[src/shared/ptpts_pkg.sv]
// constants for the per-port time protocol register set
package ptpts_pkg;
  localparam int PTPTS_ADDR_W = 9;
  localparam int PTPTS_PORT_W = 2;
  localparam int PTPTS_BANK_W = 3;
  localparam int PTPTS_CNT_W = 3;

  // register byte offsets
  localparam logic [8:0] PTPTS_SEL_OFS = 9'h000;
  localparam logic [8:0] PTPTS_LAT_OFS = 9'h154;
  localparam logic [8:0] PTPTS_PARSE_OFS = 9'h158;
  localparam logic [8:0] PTPTS_ASYM_OFS = 9'h15C;
  localparam logic [8:0] PTPTS_CAP_OFS = 9'h160;

  // bank codes
  localparam logic [2:0] PTPTS_BANK_PORT = 3'h0;
  localparam logic [2:0] PTPTS_BANK_CFG = 3'h1;

  // select register layout
  localparam int PTPTS_SEL_BANK_LSB = 0;
  localparam int PTPTS_SEL_PORT_LSB = 4;

  // receive parse register layout: bits 14..11
  localparam int PTPTS_PARSE_LSB = 11;
  localparam int PTPTS_PARSE_W = 4;
  localparam logic [3:0] PTPTS_PARSE_RESET = 4'hE;
  localparam int PTPTS_L2A_BIT = 3;
  localparam int PTPTS_L2B_BIT = 2;
  localparam int PTPTS_IP129_BIT = 1;
  localparam int PTPTS_IP130_BIT = 0;

  // capture information layout
  localparam int PTPTS_CAP_TX_LSB = 4;
  localparam int PTPTS_CAP_RX_LSB = 0;
  localparam logic [2:0] PTPTS_CNT_RESET = 3'h0;

  // asymmetry / peer delay register
  localparam logic [31:0] PTPTS_ASYM_RESET = 32'h0000_0000;

  // latency resets in ns: {tx, rx}
  localparam logic [15:0] PTPTS_P0_TX_LAT = 16'h0014;
  localparam logic [15:0] PTPTS_P0_RX_LAT = 16'h0014;
  localparam logic [15:0] PTPTS_PHY_TX_LAT = 16'h005F;
  localparam logic [15:0] PTPTS_PHY_RX_LAT = 16'h011D;

  // reserved destination addresses
  localparam logic [47:0] PTPTS_MAC_L2A = 48'h0180_C200_000E;
  localparam logic [47:0] PTPTS_MAC_L2B = 48'h011B_1900_0000;
  localparam logic [47:0] PTPTS_MAC_V4_129 = 48'h0100_5E00_0181;
  localparam logic [47:0] PTPTS_MAC_V6_129 = 48'h3333_0000_0181;
  localparam logic [47:0] PTPTS_MAC_V4_130 = 48'h0100_5E00_0182;
  localparam logic [47:0] PTPTS_MAC_V6_130 = 48'h3333_0000_0182;
endpackage

[src/rtl/ptpts_stamp_counter.sv]
// saturating pending-timestamp counter
`timescale 1ns/1ps
module ptpts_stamp_counter #(
  parameter int WIDTH = 3
) (
  input wire logic clk,
  input wire logic resetn,
  input wire logic incr,
  input wire logic decr,
  output logic [WIDTH-1:0] count
);
  import ptpts_pkg::*;

  localparam logic [WIDTH-1:0] CNT_MAX = {WIDTH{1'b1}};
  localparam logic [WIDTH-1:0] CNT_ZERO = WIDTH'(PTPTS_CNT_RESET);
  localparam logic [WIDTH-1:0] CNT_ONE = WIDTH'(1);

  wire canUp = incr && !decr && (count != CNT_MAX);
  wire canDown = decr && !incr && (count != CNT_ZERO);
  logic [WIDTH-1:0] next_count;

  // packet and clear in one cycle cancel, so neither is lost
  assign next_count = canUp ? count + CNT_ONE : canDown ? count - CNT_ONE : count;

  always_ff @(posedge clk or negedge resetn) begin
    if (!resetn) begin
      count <= CNT_ZERO;
    end else begin
      count <= next_count;
    end
  end

  cnt_inc_a: assert property (@(posedge clk) disable iff (!resetn)
    incr && !decr && count != CNT_MAX |=> count == $past(count) + CNT_ONE)
    else $error("pending count did not rise on a stamp");
  cnt_dec_a: assert property (@(posedge clk) disable iff (!resetn)
    decr && !incr && count != CNT_ZERO |=> count == $past(count) - CNT_ONE)
    else $error("pending count did not fall on a flag clear");
  cnt_sat_a: assert property (@(posedge clk) disable iff (!resetn)
    (count == CNT_MAX && incr) or (count == CNT_ZERO && decr && !incr) |=> $stable(count))
    else $error("pending count wrapped");
endmodule

[src/rtl/ptpts_port_regs.sv]
// per-port time protocol register set behind an avalon-mm slave
`timescale 1ns/1ps
module ptpts_port_regs #(
  parameter int PORTS = 3
) (
  input wire logic clk,
  input wire logic resetn,
  input wire logic [ptpts_pkg::PTPTS_ADDR_W-1:0] avs_address,
  input wire logic avs_read,
  input wire logic avs_write,
  input wire logic [31:0] avs_writedata,
  input wire logic [3:0] avs_byteenable,
  output logic [31:0] avs_readdata,
  output logic avs_waitrequest,
  input wire logic [PORTS-1:0] rxStampEvent,
  input wire logic [PORTS-1:0] txStampEvent,
  input wire logic [PORTS-1:0] rxStampIrqFlagWrite,
  input wire logic [PORTS-1:0] txStampIrqFlagWrite,
  input wire logic rxDestValid,
  input wire logic [ptpts_pkg::PTPTS_PORT_W-1:0] rxDestPort,
  input wire logic [47:0] rxDestMac,
  output logic rxPtpDestValid,
  output logic rxPtpDest,
  input wire logic capValid,
  input wire logic capIsTx,
  input wire logic [ptpts_pkg::PTPTS_PORT_W-1:0] capPort,
  input wire logic [31:0] capNs,
  output logic corrValid,
  output logic [31:0] corrNs,
  output logic [PORTS*16-1:0] pathAsymmetryNs,
  output logic [PORTS*16-1:0] peerDelayNs
);
  import ptpts_pkg::*;

  function automatic logic [31:0] mergeBytes(input logic [31:0] old, input logic [31:0] wdata,
                                             input logic [3:0] be);
    logic [31:0] res;
    res = old;
    for (int b = 0; b < 4; b++) begin
      if (be[b]) begin
        res[b*8 +: 8] = wdata[b*8 +: 8];
      end
    end
    return res;
  endfunction

  function automatic logic [31:0] latencyReset(input int port);
    return (port == 0) ? {PTPTS_P0_TX_LAT, PTPTS_P0_RX_LAT}
                       : {PTPTS_PHY_TX_LAT, PTPTS_PHY_RX_LAT};
  endfunction

  function automatic logic isPtpMac(input logic [47:0] mac, input logic [3:0] en);
    return (en[PTPTS_L2A_BIT] && mac == PTPTS_MAC_L2A)
      || (en[PTPTS_L2B_BIT] && mac == PTPTS_MAC_L2B)
      || (en[PTPTS_IP129_BIT] && (mac == PTPTS_MAC_V4_129 || mac == PTPTS_MAC_V6_129))
      || (en[PTPTS_IP130_BIT] && (mac == PTPTS_MAC_V4_130 || mac == PTPTS_MAC_V6_130));
  endfunction

  function automatic logic portInRange(input logic [PTPTS_PORT_W-1:0] port);
    return 32'(port) < PORTS;
  endfunction

  logic [PTPTS_BANK_W-1:0] bankSel;
  logic [PTPTS_PORT_W-1:0] portSel;
  logic [31:0] asymPeer [PORTS];
  logic [31:0] latency [PORTS];
  logic [PTPTS_PARSE_W-1:0] parseEn [PORTS];
  logic [PTPTS_CNT_W-1:0] rxCount [PORTS];
  logic [PTPTS_CNT_W-1:0] txCount [PORTS];

  // bus decode
  wire [8:0] alignedAddr = {avs_address[8:2], 2'b00};
  wire portOk = portInRange(portSel);
  wire portBank = bankSel == PTPTS_BANK_PORT;
  wire cfgBank = bankSel == PTPTS_BANK_CFG;
  wire hitSel = alignedAddr == PTPTS_SEL_OFS;
  wire hitLat = alignedAddr == PTPTS_LAT_OFS && portBank && portOk;
  wire hitAsym = alignedAddr == PTPTS_ASYM_OFS && portBank && portOk;
  wire hitCap = alignedAddr == PTPTS_CAP_OFS && portBank && portOk;
  wire hitParse = alignedAddr == PTPTS_PARSE_OFS && cfgBank && portOk;
  wire reqOpen = (avs_read || avs_write) && avs_waitrequest;
  wire wrDone = avs_write && !avs_waitrequest;

  wire [31:0] selWord = (32'(bankSel) << PTPTS_SEL_BANK_LSB) | (32'(portSel) << PTPTS_SEL_PORT_LSB);
  wire [2:0] selRx = rxCount[portSel];
  wire [2:0] selTx = txCount[portSel];
  wire [31:0] capWord = (32'(selTx) << PTPTS_CAP_TX_LSB) | (32'(selRx) << PTPTS_CAP_RX_LSB);
  wire [31:0] parseWord = 32'(parseEn[portSel]) << PTPTS_PARSE_LSB;
  wire [31:0] readValue = hitSel ? selWord
                        : hitLat ? latency[portSel]
                        : hitAsym ? asymPeer[portSel]
                        : hitCap ? capWord
                        : hitParse ? parseWord
                        : 32'h0000_0000;
  wire [31:0] selMerged = mergeBytes(selWord, avs_writedata, avs_byteenable);

  // one wait cycle, then the request completes
  always_ff @(posedge clk or negedge resetn) begin
    if (!resetn) begin
      avs_waitrequest <= 1'b1;
      avs_readdata <= 32'h0000_0000;
    end else begin
      avs_waitrequest <= !reqOpen;
      if (reqOpen && avs_read) begin
        avs_readdata <= readValue;
      end
    end
  end

  always_ff @(posedge clk or negedge resetn) begin
    if (!resetn) begin
      bankSel <= PTPTS_BANK_PORT;
      portSel <= '0;
    end else if (wrDone && hitSel) begin
      bankSel <= selMerged[PTPTS_SEL_BANK_LSB +: PTPTS_BANK_W];
      portSel <= selMerged[PTPTS_SEL_PORT_LSB +: PTPTS_PORT_W];
    end
  end

  for (genvar p = 0; p < PORTS; p++) begin : g_port
    wire portHit = portSel == PTPTS_PORT_W'(p);
    wire [31:0] parseMerged = mergeBytes(parseWord, avs_writedata, avs_byteenable);

    always_ff @(posedge clk or negedge resetn) begin
      if (!resetn) begin
        asymPeer[p] <= PTPTS_ASYM_RESET;
      end else if (wrDone && hitAsym && portHit) begin
        asymPeer[p] <= mergeBytes(asymPeer[p], avs_writedata, avs_byteenable);
      end
    end

    always_ff @(posedge clk or negedge resetn) begin
      if (!resetn) begin
        latency[p] <= latencyReset(p);
      end else if (wrDone && hitLat && portHit) begin
        latency[p] <= mergeBytes(latency[p], avs_writedata, avs_byteenable);
      end
    end

    always_ff @(posedge clk or negedge resetn) begin
      if (!resetn) begin
        parseEn[p] <= PTPTS_PARSE_RESET;
      end else if (wrDone && hitParse && portHit) begin
        parseEn[p] <= parseMerged[PTPTS_PARSE_LSB +: PTPTS_PARSE_W];
      end
    end

    ptpts_stamp_counter #(.WIDTH(PTPTS_CNT_W)) u_rx_count (
      .clk(clk),
      .resetn(resetn),
      .incr(rxStampEvent[p]),
      .decr(rxStampIrqFlagWrite[p]),
      .count(rxCount[p])
    );

    ptpts_stamp_counter #(.WIDTH(PTPTS_CNT_W)) u_tx_count (
      .clk(clk),
      .resetn(resetn),
      .incr(txStampEvent[p]),
      .decr(txStampIrqFlagWrite[p]),
      .count(txCount[p])
    );

    // signed, positive when the forward path is the longer one
    assign pathAsymmetryNs[p*16 +: 16] = asymPeer[p][31:16];
    assign peerDelayNs[p*16 +: 16] = asymPeer[p][15:0];
  end

  // destination classification against the per-port enables
  wire destPortOk = portInRange(rxDestPort);
  wire [3:0] destEn = parseEn[rxDestPort];
  wire next_rxPtpDest = destPortOk && isPtpMac(rxDestMac, destEn);

  always_ff @(posedge clk or negedge resetn) begin
    if (!resetn) begin
      rxPtpDestValid <= 1'b0;
      rxPtpDest <= 1'b0;
    end else begin
      rxPtpDestValid <= rxDestValid;
      rxPtpDest <= rxDestValid && next_rxPtpDest;
    end
  end

  // timestamp correction to the first symbol after the delimiter
  wire capPortOk = portInRange(capPort);
  wire [31:0] capLat = latency[capPort];
  wire [31:0] txLat = capPortOk ? 32'(capLat[31:16]) : 32'h0000_0000;
  wire [31:0] rxLat = capPortOk ? 32'(capLat[15:0]) : 32'h0000_0000;
  wire [31:0] next_corrNs = capIsTx ? capNs - txLat : capNs + rxLat;

  always_ff @(posedge clk or negedge resetn) begin
    if (!resetn) begin
      corrValid <= 1'b0;
      corrNs <= 32'h0000_0000;
    end else begin
      corrValid <= capValid;
      if (capValid) begin
        corrNs <= next_corrNs;
      end
    end
  end

  asym_write_a: assert property (@(posedge clk) disable iff (!resetn)
    wrDone && hitAsym && avs_byteenable == 4'hF
    |=> asymPeer[$past(portSel)][31:16] == $past(avs_writedata[31:16]))
    else $error("asymmetry field not written");
  peer_write_a: assert property (@(posedge clk) disable iff (!resetn)
    wrDone && hitAsym && avs_byteenable == 4'hF
    |=> asymPeer[$past(portSel)][15:0] == $past(avs_writedata[15:0]))
    else $error("peer delay field not written");
  cap_read_a: assert property (@(posedge clk) disable iff (!resetn)
    reqOpen && avs_read && hitCap
    |=> !avs_waitrequest && avs_readdata == $past(capWord) && avs_readdata[31:7] == '0
        && avs_readdata[3] == 1'b0)
    else $error("capture info read wrong");
  cap_ro_a: assert property (@(posedge clk) disable iff (!resetn)
    wrDone && hitCap && !rxStampEvent[portSel] && !txStampEvent[portSel]
      && !rxStampIrqFlagWrite[portSel] && !txStampIrqFlagWrite[portSel]
    |=> rxCount[$past(portSel)] == $past(rxCount[portSel])
        && txCount[$past(portSel)] == $past(txCount[portSel]))
    else $error("capture info changed by a write");
  bank_gate_a: assert property (@(posedge clk) disable iff (!resetn)
    reqOpen && avs_read && alignedAddr == PTPTS_ASYM_OFS && cfgBank
    |=> avs_readdata == 32'h0000_0000)
    else $error("asymmetry answered in the wrong bank");
  port_gate_a: assert property (@(posedge clk) disable iff (!resetn)
    reqOpen && avs_read && hitSel == 1'b0 && !portOk
    |=> avs_readdata == 32'h0000_0000)
    else $error("absent port answered");
  l2a_accept_a: assert property (@(posedge clk) disable iff (!resetn)
    rxDestValid && destPortOk && rxDestMac == PTPTS_MAC_L2A
    |=> rxPtpDestValid && rxPtpDest == $past(destEn[PTPTS_L2A_BIT]))
    else $error("layer-2 address A decision wrong");
  l2b_accept_a: assert property (@(posedge clk) disable iff (!resetn)
    rxDestValid && destPortOk && rxDestMac == PTPTS_MAC_L2B
    |=> rxPtpDest == $past(destEn[PTPTS_L2B_BIT]))
    else $error("layer-2 address B decision wrong");
  grp129_accept_a: assert property (@(posedge clk) disable iff (!resetn)
    rxDestValid && destPortOk && rxDestMac == PTPTS_MAC_V6_129
    |=> rxPtpDest == $past(destEn[PTPTS_IP129_BIT]))
    else $error("group 129 decision wrong");
  grp130_accept_a: assert property (@(posedge clk) disable iff (!resetn)
    rxDestValid && destPortOk && rxDestMac == PTPTS_MAC_V4_130
    |=> rxPtpDest == $past(destEn[PTPTS_IP130_BIT]))
    else $error("group 130 decision wrong");
  tx_corr_a: assert property (@(posedge clk) disable iff (!resetn)
    capValid && capIsTx && capPortOk
    |=> corrValid && corrNs == $past(capNs) - 32'($past(capLat[31:16])))
    else $error("transmit latency not subtracted");
  rx_corr_a: assert property (@(posedge clk) disable iff (!resetn)
    capValid && !capIsTx && capPortOk
    |=> corrValid && corrNs == $past(capNs) + 32'($past(capLat[15:0])))
    else $error("receive latency not added");
  wait_idle_a: assert property (@(posedge clk) disable iff (!resetn)
    !avs_read && !avs_write
    |=> avs_waitrequest)
    else $error("waitrequest low without a request");
  wait_one_a: assert property (@(posedge clk) disable iff (!resetn)
    reqOpen
    |=> !avs_waitrequest)
    else $error("request not answered after one wait cycle");
  rd_hold_a: assert property (@(posedge clk) disable iff (!resetn)
    !(reqOpen && avs_read)
    |=> $stable(avs_readdata))
    else $error("read data changed without a read");
  sel_read_a: assert property (@(posedge clk) disable iff (!resetn)
    reqOpen && avs_read && hitSel
    |=> avs_readdata[PTPTS_SEL_BANK_LSB +: PTPTS_BANK_W] == $past(bankSel))
    else $error("bank field read wrong");
  bank_write_a: assert property (@(posedge clk) disable iff (!resetn)
    wrDone && hitSel && avs_byteenable[0]
    |=> bankSel == $past(avs_writedata[PTPTS_SEL_BANK_LSB +: PTPTS_BANK_W]))
    else $error("bank field not written");
  port_write_a: assert property (@(posedge clk) disable iff (!resetn)
    wrDone && hitSel && avs_byteenable[0]
    |=> portSel == $past(avs_writedata[PTPTS_SEL_PORT_LSB +: PTPTS_PORT_W]))
    else $error("port field not written");
  lat_gate_a: assert property (@(posedge clk) disable iff (!resetn)
    reqOpen && avs_read && alignedAddr == PTPTS_LAT_OFS && cfgBank
    |=> avs_readdata == 32'h0000_0000)
    else $error("latency answered in the wrong bank");
  parse_gate_a: assert property (@(posedge clk) disable iff (!resetn)
    reqOpen && avs_read && alignedAddr == PTPTS_PARSE_OFS && portBank
    |=> avs_readdata == 32'h0000_0000)
    else $error("parse enables answered in the wrong bank");
  asym_hold_a: assert property (@(posedge clk) disable iff (!resetn)
    !(wrDone && hitAsym)
    |=> $stable(pathAsymmetryNs) && $stable(peerDelayNs))
    else $error("asymmetry changed without a write");
  cap_tx_field_a: assert property (@(posedge clk) disable iff (!resetn)
    reqOpen && avs_read && hitCap
    |=> avs_readdata[PTPTS_CAP_TX_LSB +: PTPTS_CNT_W] == $past(txCount[portSel]))
    else $error("transmit count read from the wrong field");
  cap_rx_field_a: assert property (@(posedge clk) disable iff (!resetn)
    reqOpen && avs_read && hitCap
    |=> avs_readdata[PTPTS_CAP_RX_LSB +: PTPTS_CNT_W] == $past(rxCount[portSel]))
    else $error("receive count read from the wrong field");
  parse_write_a: assert property (@(posedge clk) disable iff (!resetn)
    wrDone && hitParse && avs_byteenable[1]
    |=> parseEn[$past(portSel)] == $past(avs_writedata[PTPTS_PARSE_LSB +: PTPTS_PARSE_W]))
    else $error("parse enables not written");
  parse_read_a: assert property (@(posedge clk) disable iff (!resetn)
    reqOpen && avs_read && hitParse
    |=> (avs_readdata >> (PTPTS_PARSE_LSB + PTPTS_PARSE_W)) == 32'h0000_0000
        && avs_readdata[PTPTS_PARSE_LSB-1:0] == '0)
    else $error("reserved parse bits not zero");
  rx_lat_write_a: assert property (@(posedge clk) disable iff (!resetn)
    wrDone && hitLat && avs_byteenable[1:0] == 2'b11
    |=> latency[$past(portSel)][15:0] == $past(avs_writedata[15:0]))
    else $error("receive latency not written");
  dv_idle_a: assert property (@(posedge clk) disable iff (!resetn)
    !rxDestValid
    |=> !rxPtpDestValid && !rxPtpDest)
    else $error("classification reported without a request");
  absent_dest_a: assert property (@(posedge clk) disable iff (!resetn)
    rxDestValid && !destPortOk
    |=> rxPtpDestValid && !rxPtpDest)
    else $error("absent port accepted a frame");
  grp129_v4_a: assert property (@(posedge clk) disable iff (!resetn)
    rxDestValid && destPortOk && rxDestMac == PTPTS_MAC_V4_129
    |=> rxPtpDest == $past(destEn[PTPTS_IP129_BIT]))
    else $error("group 129 ipv4 decision wrong");
  grp130_v6_a: assert property (@(posedge clk) disable iff (!resetn)
    rxDestValid && destPortOk && rxDestMac == PTPTS_MAC_V6_130
    |=> rxPtpDest == $past(destEn[PTPTS_IP130_BIT]))
    else $error("group 130 ipv6 decision wrong");
  corr_idle_a: assert property (@(posedge clk) disable iff (!resetn)
    !capValid
    |=> !corrValid && $stable(corrNs))
    else $error("corrected stamp changed without a capture");
  absent_corr_a: assert property (@(posedge clk) disable iff (!resetn)
    capValid && !capPortOk
    |=> corrValid && corrNs == $past(capNs))
    else $error("absent port stamp was corrected");
endmodule

[config.mk]
export PLATFORM = sky130hd
export DESIGN_NAME = ptpts_port_regs
export DESIGN_NICKNAME = d
export VERILOG_FILES = /design/src/shared/ptpts_pkg.sv /design/src/rtl/ptpts_stamp_counter.sv /design/src/rtl/ptpts_port_regs.sv
export SDC_FILE = /design/constraint.sdc
export NUM_CORES = 1
export LEC_CHECK = 0
export ABC_AREA = 1
export BUFFER_PORTS_ARGS = -buffer_cell sky130_fd_sc_hd__buf_2
export CORE_MARGIN = 2
export CORE_UTILIZATION = 40
export CTS_BUF_LIST = sky130_fd_sc_hd__clkbuf_8
export CTS_CLUSTER_SIZE = 28
export DETAILED_ROUTE_END_ITERATION = 10
export HOLD_SLACK_MARGIN = 0.06
export SYNTH_ARGS = -nofsm -noshare
export SYNTH_HDL_FRONTEND = slang
export SYNTH_SLANG_ARGS = --single-unit
export TNS_END_PERCENT = 1
[constraint.sdc]
create_clock -name clk -period 3.89 [get_ports clk]
set_clock_uncertainty 0.15 [all_clocks]
set_input_delay 0.778 -clock clk [delete_from_list [all_inputs] [get_ports clk]]
set_output_delay 0.778 -clock clk [all_outputs]
set_load 0.05 [all_outputs]
==> reports/qor.csv <==
metric,value,unit
status,finished clean,
Die Ht,212.3,um
RD Place Congestion,0.9203,
WP data arrival,3.90,ns
ys flop type,dfrtp_1,
number of setup buffers added after CTS,0,
final core utilization,49.89,%
routed via count,17460,
top cell family by delay on the critical path,simple AND/OR/NAND/NOR gates,
post-cts repair resize count,0,
total gr overflow,0,
Final ANT Viol Nets,0,
Worst R2R Path Depth,23,
Via-to-Cell Ratio,5.136,
"Slew Viols, Final",0,
"area leader, netlist",dfrtp_1,
Synth async-reset ratio,100.0,%
cell count after synthesis,2363,
clk sinks,295,
Max-Cap Viols,0,
crit-path most repeated cell,nand2_1,
Worst-Margin Slew,0.7644,ns
worst path bufs/invs,6,
reg2reg start,latency[2]$_DFFE_PN1P_,
CTS H-tree depth,2,
"flops & latches, synth",295,
pre-CTS WS,-0.2912,ns
Clock Path Buffers,3,
VDD IR max,0.0002781,V
leakage power,11.26,nW
# IOs,312,
RSZ-0062 raised after global routing,no,
CP Max Fanout,10,
worst path cell trace,"buf_2, inv_2, nand2_1, nand2_1, nand2_1, nand2_1, inv_1, ha_1, inv_1, nor3_1, buf_4, nand2_1, o21ai_0, ha_1, nand2_1, inv_1, nand2_1, nand2_1, nand2_1, nand2_1, a21oi_1, nand3_1, nand3_1, nand2_1",
Min-Delay Endpoint,rxPtpDestValid$_DFF_PN0_,
hold_sp,rxDestValid,
core area,0.04298,sq mm
Rel. slew slack,48.39,%
clock latency on the worst-skew pair,0.66,ns
hold depth,1,
Max Clk Rate,0.2836,GHz
reg-to-reg endpoint,corrNs[28]$_DFFE_PN0P_,
crit path kind,primary input to flop,
PortBufs,309,
worst setup margin,0.3637,ns
vias in the first global route,17090,
Pwr per Cell Area,406.5,mW/mm^2
initial antenna violation count,2,
share of the synthesized area in the top cell type,37.35,%
total CTS buffers,53,
synth top area cells,"dfrtp_1 37%, nand2_1 17%, o21ai_0 8.9%",
Post-synth EDFFs,0,
GRT Total Usage,26.17,%
clock root buffer,clkbuf_8,
fin crit period,3.526,ns
"commonest non-fill, non-tap cell in the layout",nand2_1,
largest net degree at the start of global routing,82,
Finished Layout Cells,3399,
syn_area_per_cell,7.344,sq um
clock transition at the registers of the reported paths,0.06,ns
first-pass GRT wire length,92.47,mm
violation count after the first detailed-route iteration,1455,
Area Growth Syn to Fin,23.55,%
drt total wl,58.43,mm
"Hold Violations, Final",0,
worst min path class,primary input to flop,
Tcrit/Tclk final,90.65,%
most frequent cells in the layout,"809 x nand2_1, 309 x o21ai_0, 308 x buf_2, 266 x inv_1, 259 x dfrtp_1",
CTS tree,yes,
design area,0.02144,sq mm
num rows,76,
critical path launch point type,primary input,
Placed Cells,3297,
Final setup viols,0,
DRC viols,0,
Starting Density,40.38,%
Final nets,2956,
Reg2Reg Setup Slack,0.43,ns
"Distinct cells, synth",52,
Syn Nets,2551,
WL per Instance,17.19,um
Crit. End Element,flop,
Detailed Routing Iterations Pass 1,5,
ratio of cells with drive above 1 in the final layout,22.61,%
synthesized cell area,0.01735,sq mm
Total Power,0.008716,W
Die W,212.3,um
WP data required,4.27,ns
sequential element share of the synthesized area,42.80,%
Yosys Warn Count,0,
dpl cell area,0.02022,sq mm
post-DP HPWL,43.26,mm
Max stage delay on crit path,0.44,ns
Die Area,0.04507,sq mm
CP max-delay cell,o21ai_0,
-- timing repair --
action,CTS,global route
hold buffers,1,0
endpoints found under the hold margin,66,0
setup endpoints to repair,0,0
-- final cells by class --
cell class,instances,area (sq um)
repair buffers,437,2557
diodes,1,2.502
well taps,585,732.0
clock buffers,69,949.7
fillers,4413,21540
clock inverters,31,255.2
inverters,261,982.2
multi-input cells,1720,8536
flip-flops and latches,295,7427
-- cell usage after synthesis, drive strengths merged, types with 4 or more instances --
cell and number:
a21oi 79, a221oi 5, a22o 16, a22oi 5
buf 46, clkbuf 41, dfrtp 259, dfstp 36
fa 7, ha 33, inv 259, nand2 828
nand3 101, nand3b 5, nand4 14, nor2 137
nor3 25, o211ai 11, o21ai 352, o221ai 34
o22ai 12, o311ai 4, o31ai 6, xnor2 17
xor2 8
-- sequential cells by signal (all words and copies together), names as in the netlist, 9 cells and up --
name,cells
g_port.u_rx_count.count,9
avs_readdata,32
latency,96
corrNs,32
parseEn,12
g_port.u_tx_count.count,9
peerDelayNs,48
pathAsymmetryNs,48
-- where the power goes --
group	switching, W	internal (W)	total [W]
Sequential	0.000185	0.00327	0.00346
Clock	0.00142	0.00186	0.00328
Combinational	0.00131	0.000669	0.00198
-- stage by stage --
stage | TNS, ns | hold slack, ns
after floorplan | 0 | 0.3030
after global placement | -2.671 | 0.3085
after detailed placement | -3.123 | 0.3100
after CTS | 0 | 0.07547
after global routing | 0 | 0.07771
final | 0 | 0.1100
-- logic make-up after synthesis --
group,count (synthesis),synth area share (%)
muxes,2,0.1298
xor gates and xnor gates,25,1.262
adders and majority gates,40,3.187
and+or+nand+nor,1121,26.73
DFF,295,42.80
AOI/OAI and AO/OA,532,17.84
buffers and inverters,348,8.061
-- metal layers --
metal / global-route usage, % / vias up / part of all wire, %
met5: 0 / - / 0.029
met1: 36.41 / 8176 / 46
met3: 5.111 / 107 / 7.0
met4: 8.343 / 2 / 2.5
li1: - / 8575 / -
met2: 41.10 / 598 / 45
-- worst register-to-register path, cell delays in order, from the launching register on --
cell and delay (ns):
dfstp_2 0.54, inv_1 0.05, o21ai_0 0.15, nand2_1 0.19, nand2_1 0.15, nor2_1 0.05, nand2_1 0.09, inv_1 0.06
nand2_1 0.10, nor2_2 0.05, ha_1 0.26, o21ai_0 0.07, buf_4 0.15, ha_1 0.33, nand2_1 0.11, nor2_1 0.15
inv_1 0.07, nor2_1 0.12, and2_1 0.14, nand2_1 0.07, nand2_1 0.07, nand2_1 0.04, nand3_1 0.10, nand2_1 0.08
-- how the worst max path moves through the flow --
stage / to / depth (start not counted) / from
final: corrNs[30]$_DFFE_PN0P_ / 24 / capPort[0]
after global routing: corrNs[28]$_DFFE_PN0P_ / 26 / capPort[0]
after CTS: corrNs[30]$_DFFE_PN0P_ / 24 / capPort[0]
after detailed placement: corrNs[30]$_DFFE_PN0P_ / 24 / capPort[0]
after global placement: corrNs[30]$_DFFE_PN0P_ / 24 / capPort[0]
after floorplan: corrNs[30]$_DFFE_PN0P_ / 24 / capPort[0]
Note: power is estimated with default switching activity, not from simulation.
